$ cat src/verilog/at_cmd_pkg.sv
// shared constants and carrier types for the serial at-command decoder
package at_cmd_pkg;
  // register byte offsets
  localparam logic [7:0] CONFIG_OFS = 8'h00;
  localparam logic [7:0] STORED_PROG_OFS = 8'h04;
  localparam logic [7:0] STORED_BLOCK_OFS = 8'h08;
  localparam logic [7:0] STATUS_OFS = 8'h0C;
  localparam logic [7:0] LAST_ERR_OFS = 8'h10;
  // config field positions
  localparam int CFG_AUTH_BIT = 0;
  localparam int CFG_ABS_DEP_BIT = 1;
  localparam int CFG_ABS_DEF_BIT = 2;
  localparam int CFG_DIR_DEP_BIT = 3;
  localparam int CFG_DIR_DEF_LSB = 4;
  localparam int CFG_PWRUP_BIT = 6;
  localparam int CFG_MULTI_BIT = 7;
  localparam int CFG_ID_LSB = 8;
  localparam int CFG_W = 12;
  localparam logic [11:0] CONFIG_RST = 12'h100;
  localparam logic [15:0] STORED_PROG_RST = 16'h0000;
  localparam logic [15:0] STORED_BLOCK_RST = 16'h0000;
  localparam logic [15:0] FIRST_BLOCK = 16'h0000;
  // characters
  localparam logic [7:0] CH_CR = 8'h0D;
  localparam logic [7:0] CH_KEY = 8'h21;
  localparam logic [7:0] CH_AT = 8'h40;
  localparam logic [7:0] CH_COLON = 8'h3A;
  localparam logic [7:0] CH_MINUS = 8'h2D;
  localparam logic [7:0] CH_ZERO = 8'h30;
  localparam logic [7:0] MAX_LEN = 8'h80;
  // command numbers
  localparam logic [7:0] CMD_ABORT = 8'h01;
  localparam logic [7:0] CMD_STOP = 8'h02;
  localparam logic [7:0] CMD_START = 8'h03;
  localparam logic [7:0] CMD_ERR_RESET = 8'h04;
  localparam logic [7:0] CMD_SERVO = 8'h08;
  localparam logic [7:0] CMD_M_ANSWER = 8'h09;
  localparam logic [7:0] CMD_HOME_OFS = 8'h0A;
  localparam logic [7:0] CMD_JOG = 8'h0B;
  localparam logic [7:0] CMD_INTEGRAL = 8'h0C;
  localparam logic [7:0] CMD_COORD = 8'h0D;
  // start actions
  localparam logic [3:0] ACT_TEST = 4'h0;
  localparam logic [3:0] ACT_TUNE = 4'h1;
  localparam logic [3:0] ACT_HOME = 4'h3;
  localparam logic [3:0] ACT_PROGRAM = 4'h4;
  localparam logic [3:0] ACT_SEARCH = 4'h6;
  localparam logic [3:0] ACT_MANUAL = 4'h7;
  localparam logic [3:0] ACT_INDEX_A = 4'h8;
  localparam logic [3:0] ACT_INDEX_B = 4'h9;
  localparam logic [3:0] ACT_TABLE = 4'hA;
  localparam logic [3:0] ACT_MECH = 4'hF;
  localparam logic [1:0] DIR_NEAREST = 2'h0;
  localparam logic [1:0] DIR_NO_HOME_CROSS = 2'h1;
  localparam logic [1:0] DIR_FROM_HOME = 2'h2;
  // error codes, arbitrary values
  localparam logic [7:0] ERR_AUTH = 8'h41;
  localparam logic [7:0] ERR_BUSY = 8'h42;
  localparam logic [7:0] ERR_FORMAT = 8'h43;
  localparam logic [3:0] ERR_SUB = 4'h0;
  typedef enum logic [2:0] {P_IDLE, P_KEY, P_CMD, P_FLD, P_SKIP} parse_t;
  typedef struct packed {
    logic is_err;
    logic [3:0] keys;
    logic [7:0] err_main;
    logic [3:0] err_sub;
  } reply_t;
  typedef struct packed {
    logic [7:0] cmd;
    logic [2:0] nf;
    logic [3:0] action;
    logic [31:0] p1;
    logic [31:0] p2;
    logic abs_move;
    logic [1:0] dir_type;
  } cmd_out_t;
endpackage : at_cmd_pkg

$ cat src/verilog/servo_at_command_decoder.sv
// serial at-command decoder: parses, gates and dispatches operating commands
`timescale 1ns/1ps
// Contract
// - commands needing authority are refused unless serial link holds it
// - servo command 8 accepted only under serial authority
// - servo field 1 requests on, 0 requests off
// - servo on only if request, controller enable and panel permit all hold
// - power-up servo request taken from stored configuration bit
// - servo command replies at once, not waiting for servo ready
// - start command 3 needs serial authority and idle driver
// - start reply withheld until operation completes
// - actions 0,1,3,6,7,15 take exactly one field
// - action 4 takes one to three fields, 8,9,10 two to four
// - program number alone runs that program from first block
// - program start with no options resumes stored program and block
// - program and block number run program from given block; blocks above 1 are refused under abs/inc option dependence
// - index number is offset if incremental, target if absolute
// - second index option 0 incremental, 1 absolute
// - second option ignored unless absolute/incremental set to option dependence
// - dependence with second option absent means incremental
// - third option values 0,1,2 map to direction types 0,1,2
// - third option ignored unless dependence; absent means type 0
// - direction type passed on: nearest, no home cross, from home
// - frames end in CR, at most 128 chars, station id prefix in multi mode
// - reply echoes key count modulo 16
// - reply is normal with no fields or error with main and sub code
module servo_at_command_decoder #(
  parameter int NUM_W = 32
) (
  input wire logic core_clk_i,
  input wire logic nrst_i,
  input wire logic psel_i,
  input wire logic penable_i,
  input wire logic pwrite_i,
  input wire logic [7:0] paddr_i,
  input wire logic [31:0] pwdata_i,
  output logic [31:0] prdata_o,
  output logic pready_o,
  output logic pslverr_o,
  input wire logic rx_valid_i,
  input wire logic [7:0] rx_data_i,
  input wire logic drive_idle_i,
  input wire logic op_done_i,
  input wire logic [31:0] current_cmd_i,
  input wire logic plc_servo_enable_i,
  input wire logic panel_servo_inhibit_switch_i,
  output logic servo_on_o,
  output logic reply_valid_o,
  output at_cmd_pkg::reply_t reply_o,
  output logic cmd_valid_o,
  output at_cmd_pkg::cmd_out_t cmd_o
);
  // the field and accumulator logic is written for 32-bit numbers only
  if (NUM_W != 32) begin : g_num_w_check
    $error("NUM_W must be 32");
  end

  typedef struct packed {
    at_cmd_pkg::parse_t pst;
    logic [3:0] keys;
    logic [7:0] len;
    logic [7:0] cmd;
    logic [2:0] nf;
    logic [3:0][31:0] fld;
    logic [31:0] acc;
    logic neg;
    logic dig;
    logic fmt_err;
    logic init_done;
    logic servo_req;
    logic en_s1;
    logic en_s2;
    logic inh_s1;
    logic inh_s2;
    logic servo_on;
    logic pend;
    logic pend_done;
    logic [3:0] pend_keys;
    logic reply_valid;
    at_cmd_pkg::reply_t reply;
    logic cmd_valid;
    at_cmd_pkg::cmd_out_t cmd_out;
    logic [11:0] cfg;
    logic [15:0] sprog;
    logic [15:0] sblk;
    logic [7:0] last_err;
    logic pready;
    logic pslverr;
    logic [31:0] prdata;
  } state_t;

  state_t st, nx;

  function automatic logic [31:0] mul10_add(input logic [31:0] a, input logic [7:0] c);
    logic [31:0] d;
    d = {24'h000000, c - at_cmd_pkg::CH_ZERO};
    return (a << 3) + (a << 1) + d;
  endfunction : mul10_add

  function automatic logic is_digit(input logic [7:0] c);
    return (c >= at_cmd_pkg::CH_ZERO) && (c <= 8'h39);
  endfunction : is_digit

  // field count allowed for each start action
  function automatic logic start_ok(input logic [3:0] act, input logic [2:0] n);
    case (act)
      at_cmd_pkg::ACT_TEST, at_cmd_pkg::ACT_TUNE, at_cmd_pkg::ACT_HOME,
      at_cmd_pkg::ACT_SEARCH, at_cmd_pkg::ACT_MANUAL, at_cmd_pkg::ACT_MECH:
        return n == 3'h1;
      at_cmd_pkg::ACT_PROGRAM: return (n >= 3'h1) && (n <= 3'h3);
      at_cmd_pkg::ACT_INDEX_A, at_cmd_pkg::ACT_INDEX_B, at_cmd_pkg::ACT_TABLE:
        return (n >= 3'h2) && (n <= 3'h4);
      default: return 1'b0;
    endcase
  endfunction : start_ok

  function automatic logic needs_auth(input logic [7:0] c);
    return (c == at_cmd_pkg::CMD_STOP) || (c == at_cmd_pkg::CMD_START)
        || (c == at_cmd_pkg::CMD_SERVO) || (c == at_cmd_pkg::CMD_JOG)
        || (c == at_cmd_pkg::CMD_INTEGRAL) || (c == at_cmd_pkg::CMD_COORD);
  endfunction : needs_auth

  logic auth;
  logic abs_dep;
  logic dir_dep;
  logic servo_hit;
  assign auth = st.cfg[at_cmd_pkg::CFG_AUTH_BIT];
  assign abs_dep = st.cfg[at_cmd_pkg::CFG_ABS_DEP_BIT];
  assign dir_dep = st.cfg[at_cmd_pkg::CFG_DIR_DEP_BIT];

  always_comb begin
    logic [7:0] c;
    logic [7:0] err;
    logic [7:0] adr;
    logic [31:0] rd;
    logic bad;
    logic immed;
    logic absv;
    logic [1:0] dirv;
    logic [3:0] act;
    at_cmd_pkg::parse_t ps;
    nx = st;
    c = rx_data_i;
    err = 8'h00;
    adr = paddr_i;
    rd = 32'h00000000;
    bad = 1'b0;
    immed = 1'b0;
    absv = 1'b0;
    dirv = at_cmd_pkg::DIR_NEAREST;
    act = st.fld[0][3:0];
    ps = st.pst;
    servo_hit = 1'b0;
    nx.reply_valid = 1'b0;
    nx.cmd_valid = 1'b0;
    // panel and controller levels are pins: two flops before use
    nx.en_s1 = plc_servo_enable_i;
    nx.en_s2 = st.en_s1;
    nx.inh_s1 = panel_servo_inhibit_switch_i;
    nx.inh_s2 = st.inh_s1;
    if (!st.init_done) begin
      nx.init_done = 1'b1;
      nx.servo_req = st.cfg[at_cmd_pkg::CFG_PWRUP_BIT];
    end
    nx.servo_on = st.servo_req & st.en_s2 & ~st.inh_s2;
    if (op_done_i && st.pend) begin
      nx.pend_done = 1'b1;
    end
    if (rx_valid_i) begin
      if (st.len != 8'hFF) begin
        nx.len = st.len + 8'h01;
      end
      // station prefix check in multi mode
      if (ps == at_cmd_pkg::P_IDLE && c != at_cmd_pkg::CH_CR) begin
        if (st.cfg[at_cmd_pkg::CFG_MULTI_BIT]) begin
          nx.pst = (c == at_cmd_pkg::CH_ZERO + {4'h0, st.cfg[11:8]})
                 ? at_cmd_pkg::P_KEY : at_cmd_pkg::P_SKIP;
        end else begin
          ps = at_cmd_pkg::P_KEY;
        end
      end
      if (c == at_cmd_pkg::CH_CR) begin
        if (ps == at_cmd_pkg::P_CMD) begin
          nx.cmd = st.acc[7:0];
          bad = !st.dig;
        end else if (ps == at_cmd_pkg::P_FLD) begin
          if (!st.dig || st.nf == 3'h4) begin
            bad = 1'b1;
          end else begin
            nx.fld[st.nf[1:0]] = st.neg ? (32'h00000000 - st.acc) : st.acc;
            nx.nf = st.nf + 3'h1;
          end
        end
        act = nx.fld[0][3:0];
        if (ps == at_cmd_pkg::P_CMD || ps == at_cmd_pkg::P_FLD
            || ps == at_cmd_pkg::P_KEY) begin
          immed = 1'b1;
          if (bad || st.fmt_err || ps == at_cmd_pkg::P_KEY || nx.len > at_cmd_pkg::MAX_LEN) begin
            err = at_cmd_pkg::ERR_FORMAT;
          end else if (needs_auth(nx.cmd) && !auth) begin
            err = at_cmd_pkg::ERR_AUTH;
          end else begin
            case (nx.cmd)
              at_cmd_pkg::CMD_SERVO: begin
                if (nx.nf != 3'h1 || nx.fld[0] > 32'h00000001) begin
                  err = at_cmd_pkg::ERR_FORMAT;
                end else begin
                  nx.servo_req = nx.fld[0][0];
                  servo_hit = 1'b1;
                end
              end
              at_cmd_pkg::CMD_START: begin
                if (!drive_idle_i || st.pend) begin
                  err = at_cmd_pkg::ERR_BUSY;
                end else if (!start_ok(act, nx.nf) || nx.fld[0][31:4] != 28'h0) begin
                  err = at_cmd_pkg::ERR_FORMAT;
                end else begin
                  absv = abs_dep ? 1'b0 : st.cfg[at_cmd_pkg::CFG_ABS_DEF_BIT];
                  dirv = dir_dep ? at_cmd_pkg::DIR_NEAREST : st.cfg[5:4];
                  if (abs_dep && nx.nf >= 3'h3) begin
                    absv = nx.fld[2][0];
                    if (nx.fld[2] > 32'h00000001) err = at_cmd_pkg::ERR_FORMAT;
                  end
                  if (dir_dep && nx.nf == 3'h4) begin
                    dirv = nx.fld[3][1:0];
                    if (nx.fld[3] > 32'h00000002) err = at_cmd_pkg::ERR_FORMAT;
                  end
                  nx.cmd_out.p1 = nx.fld[1];
                  nx.cmd_out.p2 = nx.fld[2];
                  if (act == at_cmd_pkg::ACT_PROGRAM) begin
                    if (nx.nf == 3'h1) begin
                      nx.cmd_out.p1 = {16'h0000, st.sprog};
                      nx.cmd_out.p2 = {16'h0000, st.sblk};
                    end else if (nx.nf == 3'h2) begin
                      nx.cmd_out.p2 = {16'h0000, at_cmd_pkg::FIRST_BLOCK};
                    end
                  end else if (act != at_cmd_pkg::ACT_TABLE) begin
                    nx.cmd_out.p2 = absv ? nx.fld[1] : current_cmd_i + nx.fld[1];
                  end
                  if (err == 8'h00) begin
                    immed = 1'b0;
                    nx.pend = 1'b1;
                    nx.pend_done = 1'b0;
                    nx.pend_keys = st.keys;
                    nx.cmd_valid = 1'b1;
                    nx.cmd_out.abs_move = absv;
                    nx.cmd_out.dir_type = dirv;
                  end
                end
              end
              at_cmd_pkg::CMD_ABORT, at_cmd_pkg::CMD_STOP, at_cmd_pkg::CMD_ERR_RESET,
              at_cmd_pkg::CMD_M_ANSWER, at_cmd_pkg::CMD_HOME_OFS, at_cmd_pkg::CMD_JOG,
              at_cmd_pkg::CMD_INTEGRAL, at_cmd_pkg::CMD_COORD: begin
                nx.cmd_valid = 1'b1;
                nx.cmd_out.p1 = nx.fld[0];
                nx.cmd_out.p2 = nx.fld[1];
                nx.cmd_out.abs_move = 1'b0;
                nx.cmd_out.dir_type = at_cmd_pkg::DIR_NEAREST;
              end
              default: err = at_cmd_pkg::ERR_FORMAT;
            endcase
          end
          nx.cmd_out.cmd = nx.cmd;
          nx.cmd_out.nf = nx.nf;
          nx.cmd_out.action = act;
        end
        // servo and other replies go out now
        if (immed) begin
          nx.reply_valid = 1'b1;
          // error carries codes, normal carries none
          nx.reply.is_err = err != 8'h00;
          nx.reply.err_main = err;
          nx.reply.err_sub = at_cmd_pkg::ERR_SUB;
          nx.reply.keys = st.keys;
          if (err != 8'h00) nx.last_err = err;
        end
        nx.pst = at_cmd_pkg::P_IDLE;
        nx.keys = 4'h0;
        nx.len = 8'h00;
        nx.nf = 3'h0;
        nx.acc = 32'h00000000;
        nx.neg = 1'b0;
        nx.dig = 1'b0;
        nx.fmt_err = 1'b0;
      end else begin
        case (ps)
          at_cmd_pkg::P_KEY: begin
            if (c == at_cmd_pkg::CH_KEY) begin
              nx.keys = st.keys + 4'h1;
              nx.pst = at_cmd_pkg::P_KEY;
            end else if (c == at_cmd_pkg::CH_AT) begin
              nx.pst = at_cmd_pkg::P_CMD;
            end else begin
              nx.fmt_err = 1'b1;
              nx.pst = at_cmd_pkg::P_KEY;
            end
          end
          at_cmd_pkg::P_CMD, at_cmd_pkg::P_FLD: begin
            if (is_digit(c)) begin
              nx.acc = mul10_add(st.acc, c);
              nx.dig = 1'b1;
            end else if (c == at_cmd_pkg::CH_MINUS && ps == at_cmd_pkg::P_FLD && !st.dig) begin
              nx.neg = 1'b1;
            end else if (c == at_cmd_pkg::CH_COLON && st.dig) begin
              if (ps == at_cmd_pkg::P_CMD) begin
                nx.cmd = st.acc[7:0];
              end else if (st.nf == 3'h4) begin
                nx.fmt_err = 1'b1;
              end else begin
                nx.fld[st.nf[1:0]] = st.neg ? (32'h00000000 - st.acc) : st.acc;
                nx.nf = st.nf + 3'h1;
              end
              nx.pst = at_cmd_pkg::P_FLD;
              nx.acc = 32'h00000000;
              nx.neg = 1'b0;
              nx.dig = 1'b0;
            end else begin
              nx.fmt_err = 1'b1;
            end
          end
          at_cmd_pkg::P_IDLE, at_cmd_pkg::P_SKIP: begin
          end
          default: nx.pst = at_cmd_pkg::P_IDLE;
        endcase
      end
    end
    // deferred start reply once completion is seen
    if (!immed && st.pend_done) begin
      nx.pend = 1'b0;
      nx.pend_done = 1'b0;
      nx.reply_valid = 1'b1;
      nx.reply.is_err = 1'b0;
      nx.reply.err_main = 8'h00;
      nx.reply.err_sub = at_cmd_pkg::ERR_SUB;
      nx.reply.keys = st.pend_keys;
    end
    // frame errors above must not leak into the bus error flag
    bad = 1'b0;
    // apb slave: one wait state, write lands on the completing edge
    case (adr)
      at_cmd_pkg::CONFIG_OFS: rd = {20'h00000, st.cfg};
      at_cmd_pkg::STORED_PROG_OFS: rd = {16'h0000, st.sprog};
      at_cmd_pkg::STORED_BLOCK_OFS: rd = {16'h0000, st.sblk};
      at_cmd_pkg::STATUS_OFS: rd = {27'h0000000, st.pend, st.inh_s2, st.en_s2,
                                    st.servo_on, st.servo_req};
      at_cmd_pkg::LAST_ERR_OFS: rd = {24'h000000, st.last_err};
      default: bad = 1'b1;
    endcase
    nx.pready = 1'b0;
    nx.pslverr = 1'b0;
    if (psel_i && penable_i && !st.pready) begin
      nx.pready = 1'b1;
      nx.prdata = (bad || pwrite_i) ? 32'h00000000 : rd;
      nx.pslverr = bad;
    end
    if (psel_i && penable_i && st.pready && pwrite_i && !st.pslverr) begin
      case (adr)
        at_cmd_pkg::CONFIG_OFS: nx.cfg = pwdata_i[11:0];
        at_cmd_pkg::STORED_PROG_OFS: nx.sprog = pwdata_i[15:0];
        at_cmd_pkg::STORED_BLOCK_OFS: nx.sblk = pwdata_i[15:0];
        default: nx.last_err = st.last_err;
      endcase
    end
  end

  always_ff @(posedge core_clk_i or negedge nrst_i) begin
    if (!nrst_i) begin
      st <= '0;
      st.pst <= at_cmd_pkg::P_IDLE;
      st.cfg <= at_cmd_pkg::CONFIG_RST;
      st.sprog <= at_cmd_pkg::STORED_PROG_RST;
      st.sblk <= at_cmd_pkg::STORED_BLOCK_RST;
    end else begin
      st <= nx;
    end
  end

  assign prdata_o = st.prdata;
  assign pready_o = st.pready;
  assign pslverr_o = st.pslverr;
  assign servo_on_o = st.servo_on;
  assign reply_valid_o = st.reply_valid;
  assign reply_o = st.reply;
  assign cmd_valid_o = st.cmd_valid;
  assign cmd_o = st.cmd_out;
endmodule : servo_at_command_decoder

$ cat config.mk
export PLATFORM = sky130hd
export DESIGN_NAME = servo_at_command_decoder
export DESIGN_NICKNAME = d
export VERILOG_FILES = /design/src/verilog/at_cmd_pkg.sv /design/src/verilog/servo_at_command_decoder.sv
export SDC_FILE = /design/constraint.sdc
export NUM_CORES = 1
export LEC_CHECK = 0
export BUFFER_PORTS_ARGS = -buffer_cell sky130_fd_sc_hd__buf_2
export CORE_ASPECT_RATIO = 1.25
export CORE_UTILIZATION = 55
export DETAILED_ROUTE_END_ITERATION = 7
export PLACE_DENSITY = 0.83
export SLEW_MARGIN = 0
export SYNTH_ARGS = -nofsm -noshare
export SYNTH_HDL_FRONTEND = slang
export SYNTH_SLANG_ARGS = --single-unit
$ cat constraint.sdc
create_clock -name core_clk_i -period 4.8 [get_ports core_clk_i]
set_input_delay 0.24 -clock core_clk_i [delete_from_list [all_inputs] [get_ports core_clk_i]]
set_output_delay 0.24 -clock core_clk_i [all_outputs]
set_load 0.01 [all_outputs]
==> results.cfg <==
[timing]
hold_viol_final = 0
drv_slew = 0
tightestPinTransition_ns = 1.30
max_freq_mhz = 211
post-route-period-util = 0.986
rsz0062_at_grt = yes
min_period_ns = 4.73
skew_ns = 0.0203
slew_headroom = 0.130
setup_violations = 0

[route]
via_per_inst = 6.25
ant_nets = 0
drt_first_pass_iters = 8
drt-total-wl_um = 71000
drc = 0
avgRoutedWirePerCell_um = 21.2
vias = 20900
drt_iter0_markers = 2181

[power_and_ir_drop]
p_leak_uw = 0.0127
clkPwrFrac = 0.395
vdd_drop_max_mv = 0.214
switchingPower_uw = 2140
p_per_area_nw_per_um2 = 283
swShare = 0.289
p_int_uw = 5280
comb_power_share = 0.182
power_frac_seq = 0.423

[logic_synthesis]
yosysTopAreaCellShare = 0.388
syn_inst = 2609
syn-cell-area_um2 = 23100
yosys-top-cells-area = dfrtp_1, o21ai_0, nand2_1, ha_1, buf_4
yosys_warnings = 0
syn_area_per_cell_um2 = 8.85
async_flop_share = 1.00
synth_edf_count = 0
synth_largest_area_cell = dfrtp_1
synth_seq_area_share = 0.389
synth_seq_cells = 359
ys.flop_type = dfrtp_1
synth_cell_types = 93

[floorplanning]
die_w_um = 185
start_util = 0.560
io_pins = 226
die_h_um = 231
core-area_um2 = 41200
dieArea_um2 = 42800
placementRows = 83

[setup_path]
rrSetupSlack_ns = 0.07
cp.arrival_ns = 5.22
critPathRequiredTime_ns = 5.28
critPathCaptureType = flip-flop
path_max_fanout = 7
crit_type = flip-flop to flip-flop
r2r_cells = 19
r2r_start = st[204]
start_kind = flip-flop
r2r_end = cmd_o[34]

[global_route]
antenna_found_initial = 0
grt_pass1_vias = 20500
gr-total-overflow = 0
grt.total_usage = 0.332
grt_max_degree = 147
grt_pass1_wl_um = 111000

[run]
maxCapViolations = 0

[final_layout]
ff_latch_area_um2 = 8980
utilization = 0.635
n_fill_cell = 3289
syn_to_final_growth_pct = 13.3
instances_no_fill = 3349
final_cell_mix = dfrtp_1, nand2_1, o21ai_0, nor2_1, a21oi_1
finalNetCount = 2966
multi_input_area_um2 = 12500
diodes = 0
drive_gt1_frac = 0.196
layout_commonest_cell = dfrtp_1

[run_status]
outcome = finished, final reports clean

[clocking]
insertion_delay_ns = 0.55
cts_inserted_buffers = 37
clock_path_buffers = 3
cts-root-buf = clkbuf_16
cts_tree = built
htree_levels = 2
path_clk_slew_ns = 0.06
cts_sinks = 359

[placed_design]
dp_hpwl_um = 52800
portBuffers = 184
placed_cells = 3264
routabilityCongestion = 0.988

[worst_hold_path]
hold_start = op_done_i
hold_end = st[191]
min_path_cells = 4
hp-class = primary input to flip-flop
[worst max path at each step]
stage                endpoint  startpoint  slack, ns  depth (start not counted)
global placement    cmd_o[34]     st[203]       0.03                         17
detailed placement  cmd_o[34]     st[203]      -0.04                         17
CTS                 cmd_o[34]     st[204]       0.02                         18
floorplan           cmd_o[34]     st[203]      0.009                         19
finish              cmd_o[34]     st[204]       0.07                         19
global route        cmd_o[34]     st[205]      -0.12                         19
[area by class of cell]
class	count	share of cell area
Clock buffer	50	0.0403
Clock inverter	12	0.00569
Inverter	56	0.00803
Multi-Input combinational cell	1939	0.479
Sequential cell	359	0.343
Tap cell	552	0.0264
Timing Repair Buffer	381	0.0969
[Yosys cell counts (8+ instances only)]
cell	count
nand2b_1	15
and2_1	10
o21bai_1	9
xnor2_1	46
nor2b_1	25
o2111ai_1	8
a31oi_1	33
o31ai_1	12
o21ai_1	12
a21oi_1	192
nand2_1	330
and3_1	19
clkbuf_1	118
nand3_1	49
a41oi_1	9
nor4_1	31
ha_1	95
a22o_1	25
mux2_1	30
mux2_2	62
or4_1	13
o21a_1	24
dfrtp_1	358
o22ai_1	17
buf_4	139
a211oi_1	31
xor2_1	44
or3_1	16
o211ai_1	17
a222oi_1	12
inv_1	56
a211o_1	8
a21o_1	37
nor3_1	33
o21ai_0	262
mux2i_1	31
a22oi_1	17
buf_1	13
nand4_1	21
nor2_1	201
[worst max-delay path, stage by stage (launching register included)]
cell	delay [ns]
dfrtp_1	0.42
inv_1	0.09
ha_2	0.22
nor3b_2	0.31
a31oi_1	0.21
and2_1	0.19
o21ai_0	0.18
buf_4	0.19
ha_1	0.25
a211o_1	0.27
o311ai_0	0.33
buf_4	0.18
a21oi_1	0.09
nor2_2	0.22
o21a_1	0.16
o21ai_0	0.15
a311o_1	0.40
or3_1	0.38
a211oi_2	0.24
o32a_1	0.18
[metrics by stage]
| step | TNS [ns] | power [µW] | hold WS, ns | instance area, µm² | setup WS (ns) |
|---|---|---|---|---|---|
| 2_1_floorplan | 0 | 3900 | -0.0556 | 23200 | 0.00857 |
| 6_report | 0 | 7420 | 0.0224 | 26200 | 0.0677 |
| 3_3_place_gp | 0 | 4420 | 0.268 | 24600 | 0.0301 |
| 4_1_cts | 0 | 7370 | 0.00697 | 26000 | 0.0216 |
| 3_5_place_dp | -0.0401 | 4450 | 0.274 | 24600 | -0.0401 |
| 5_1_grt | -0.854 | 7630 | 0.0389 | 26200 | -0.124 |
[sequential cells by signal (all words and copies together) (netlist names)]
register,cells
pslverr_o,1
reply_o,8
reply_valid_o,1
servo_on_o,1
pready_o,1
abs_dep,1
cmd_o,82
prdata_o,16
st,243
dir_dep,1
nx,2
cmd_valid_o,1
auth,1
[power by group through the flow]
| stage | registers, µW | logic (µW) | clock network (µW) |
|---|---|---|---|
| after floorplan | 3180 | 720 | 0 |
| after global placement | 3190 | 1230 | 0 |
| after detailed placement | 3190 | 1260 | 0 |
| after CTS | 3140 | 1280 | 2960 |
| after global routing | 3140 | 1440 | 3050 |
| final | 3140 | 1350 | 2930 |
[per-layer routing]
| layer | up-vias | track usage | part of all wire |
|---|---|---|---|
| met1 | 10000 | 0.422 | 0.39 |
| li1 | 9558 | - | - |
| met2 | 1084 | 0.537 | 0.47 |
| met3 | 263 | 0.0486 | 0.078 |
| met4 | 0 | 0.193 | 0.062 |
| met5 | - | 0 | 0 |
[logic make-up (layout without fill, tap and decap cells)]
group           after synthesis  in the layout  share of synthesized area
compound gates              795            795                      0.216
simple gates                795            795                      0.158
flops                       359            359                      0.389
buf+inv                     335            499                     0.0789
mux                         128            128                     0.0632
fa+ha+maj                   102            102                     0.0575
xor+xnor                     93             93                     0.0362
other cells                   2             26                   0.000325
[timing repair]
item / CTS / global route
resized for setup: 2 / 30
hold buffers: 19 / 0
endpoints found under the setup margin: 1 / 66
buffers inserted: 0 / 4
pin swaps: 0 / 1
hold endpoints to repair: 125 / 0
(Power assumes the default switching activity.)
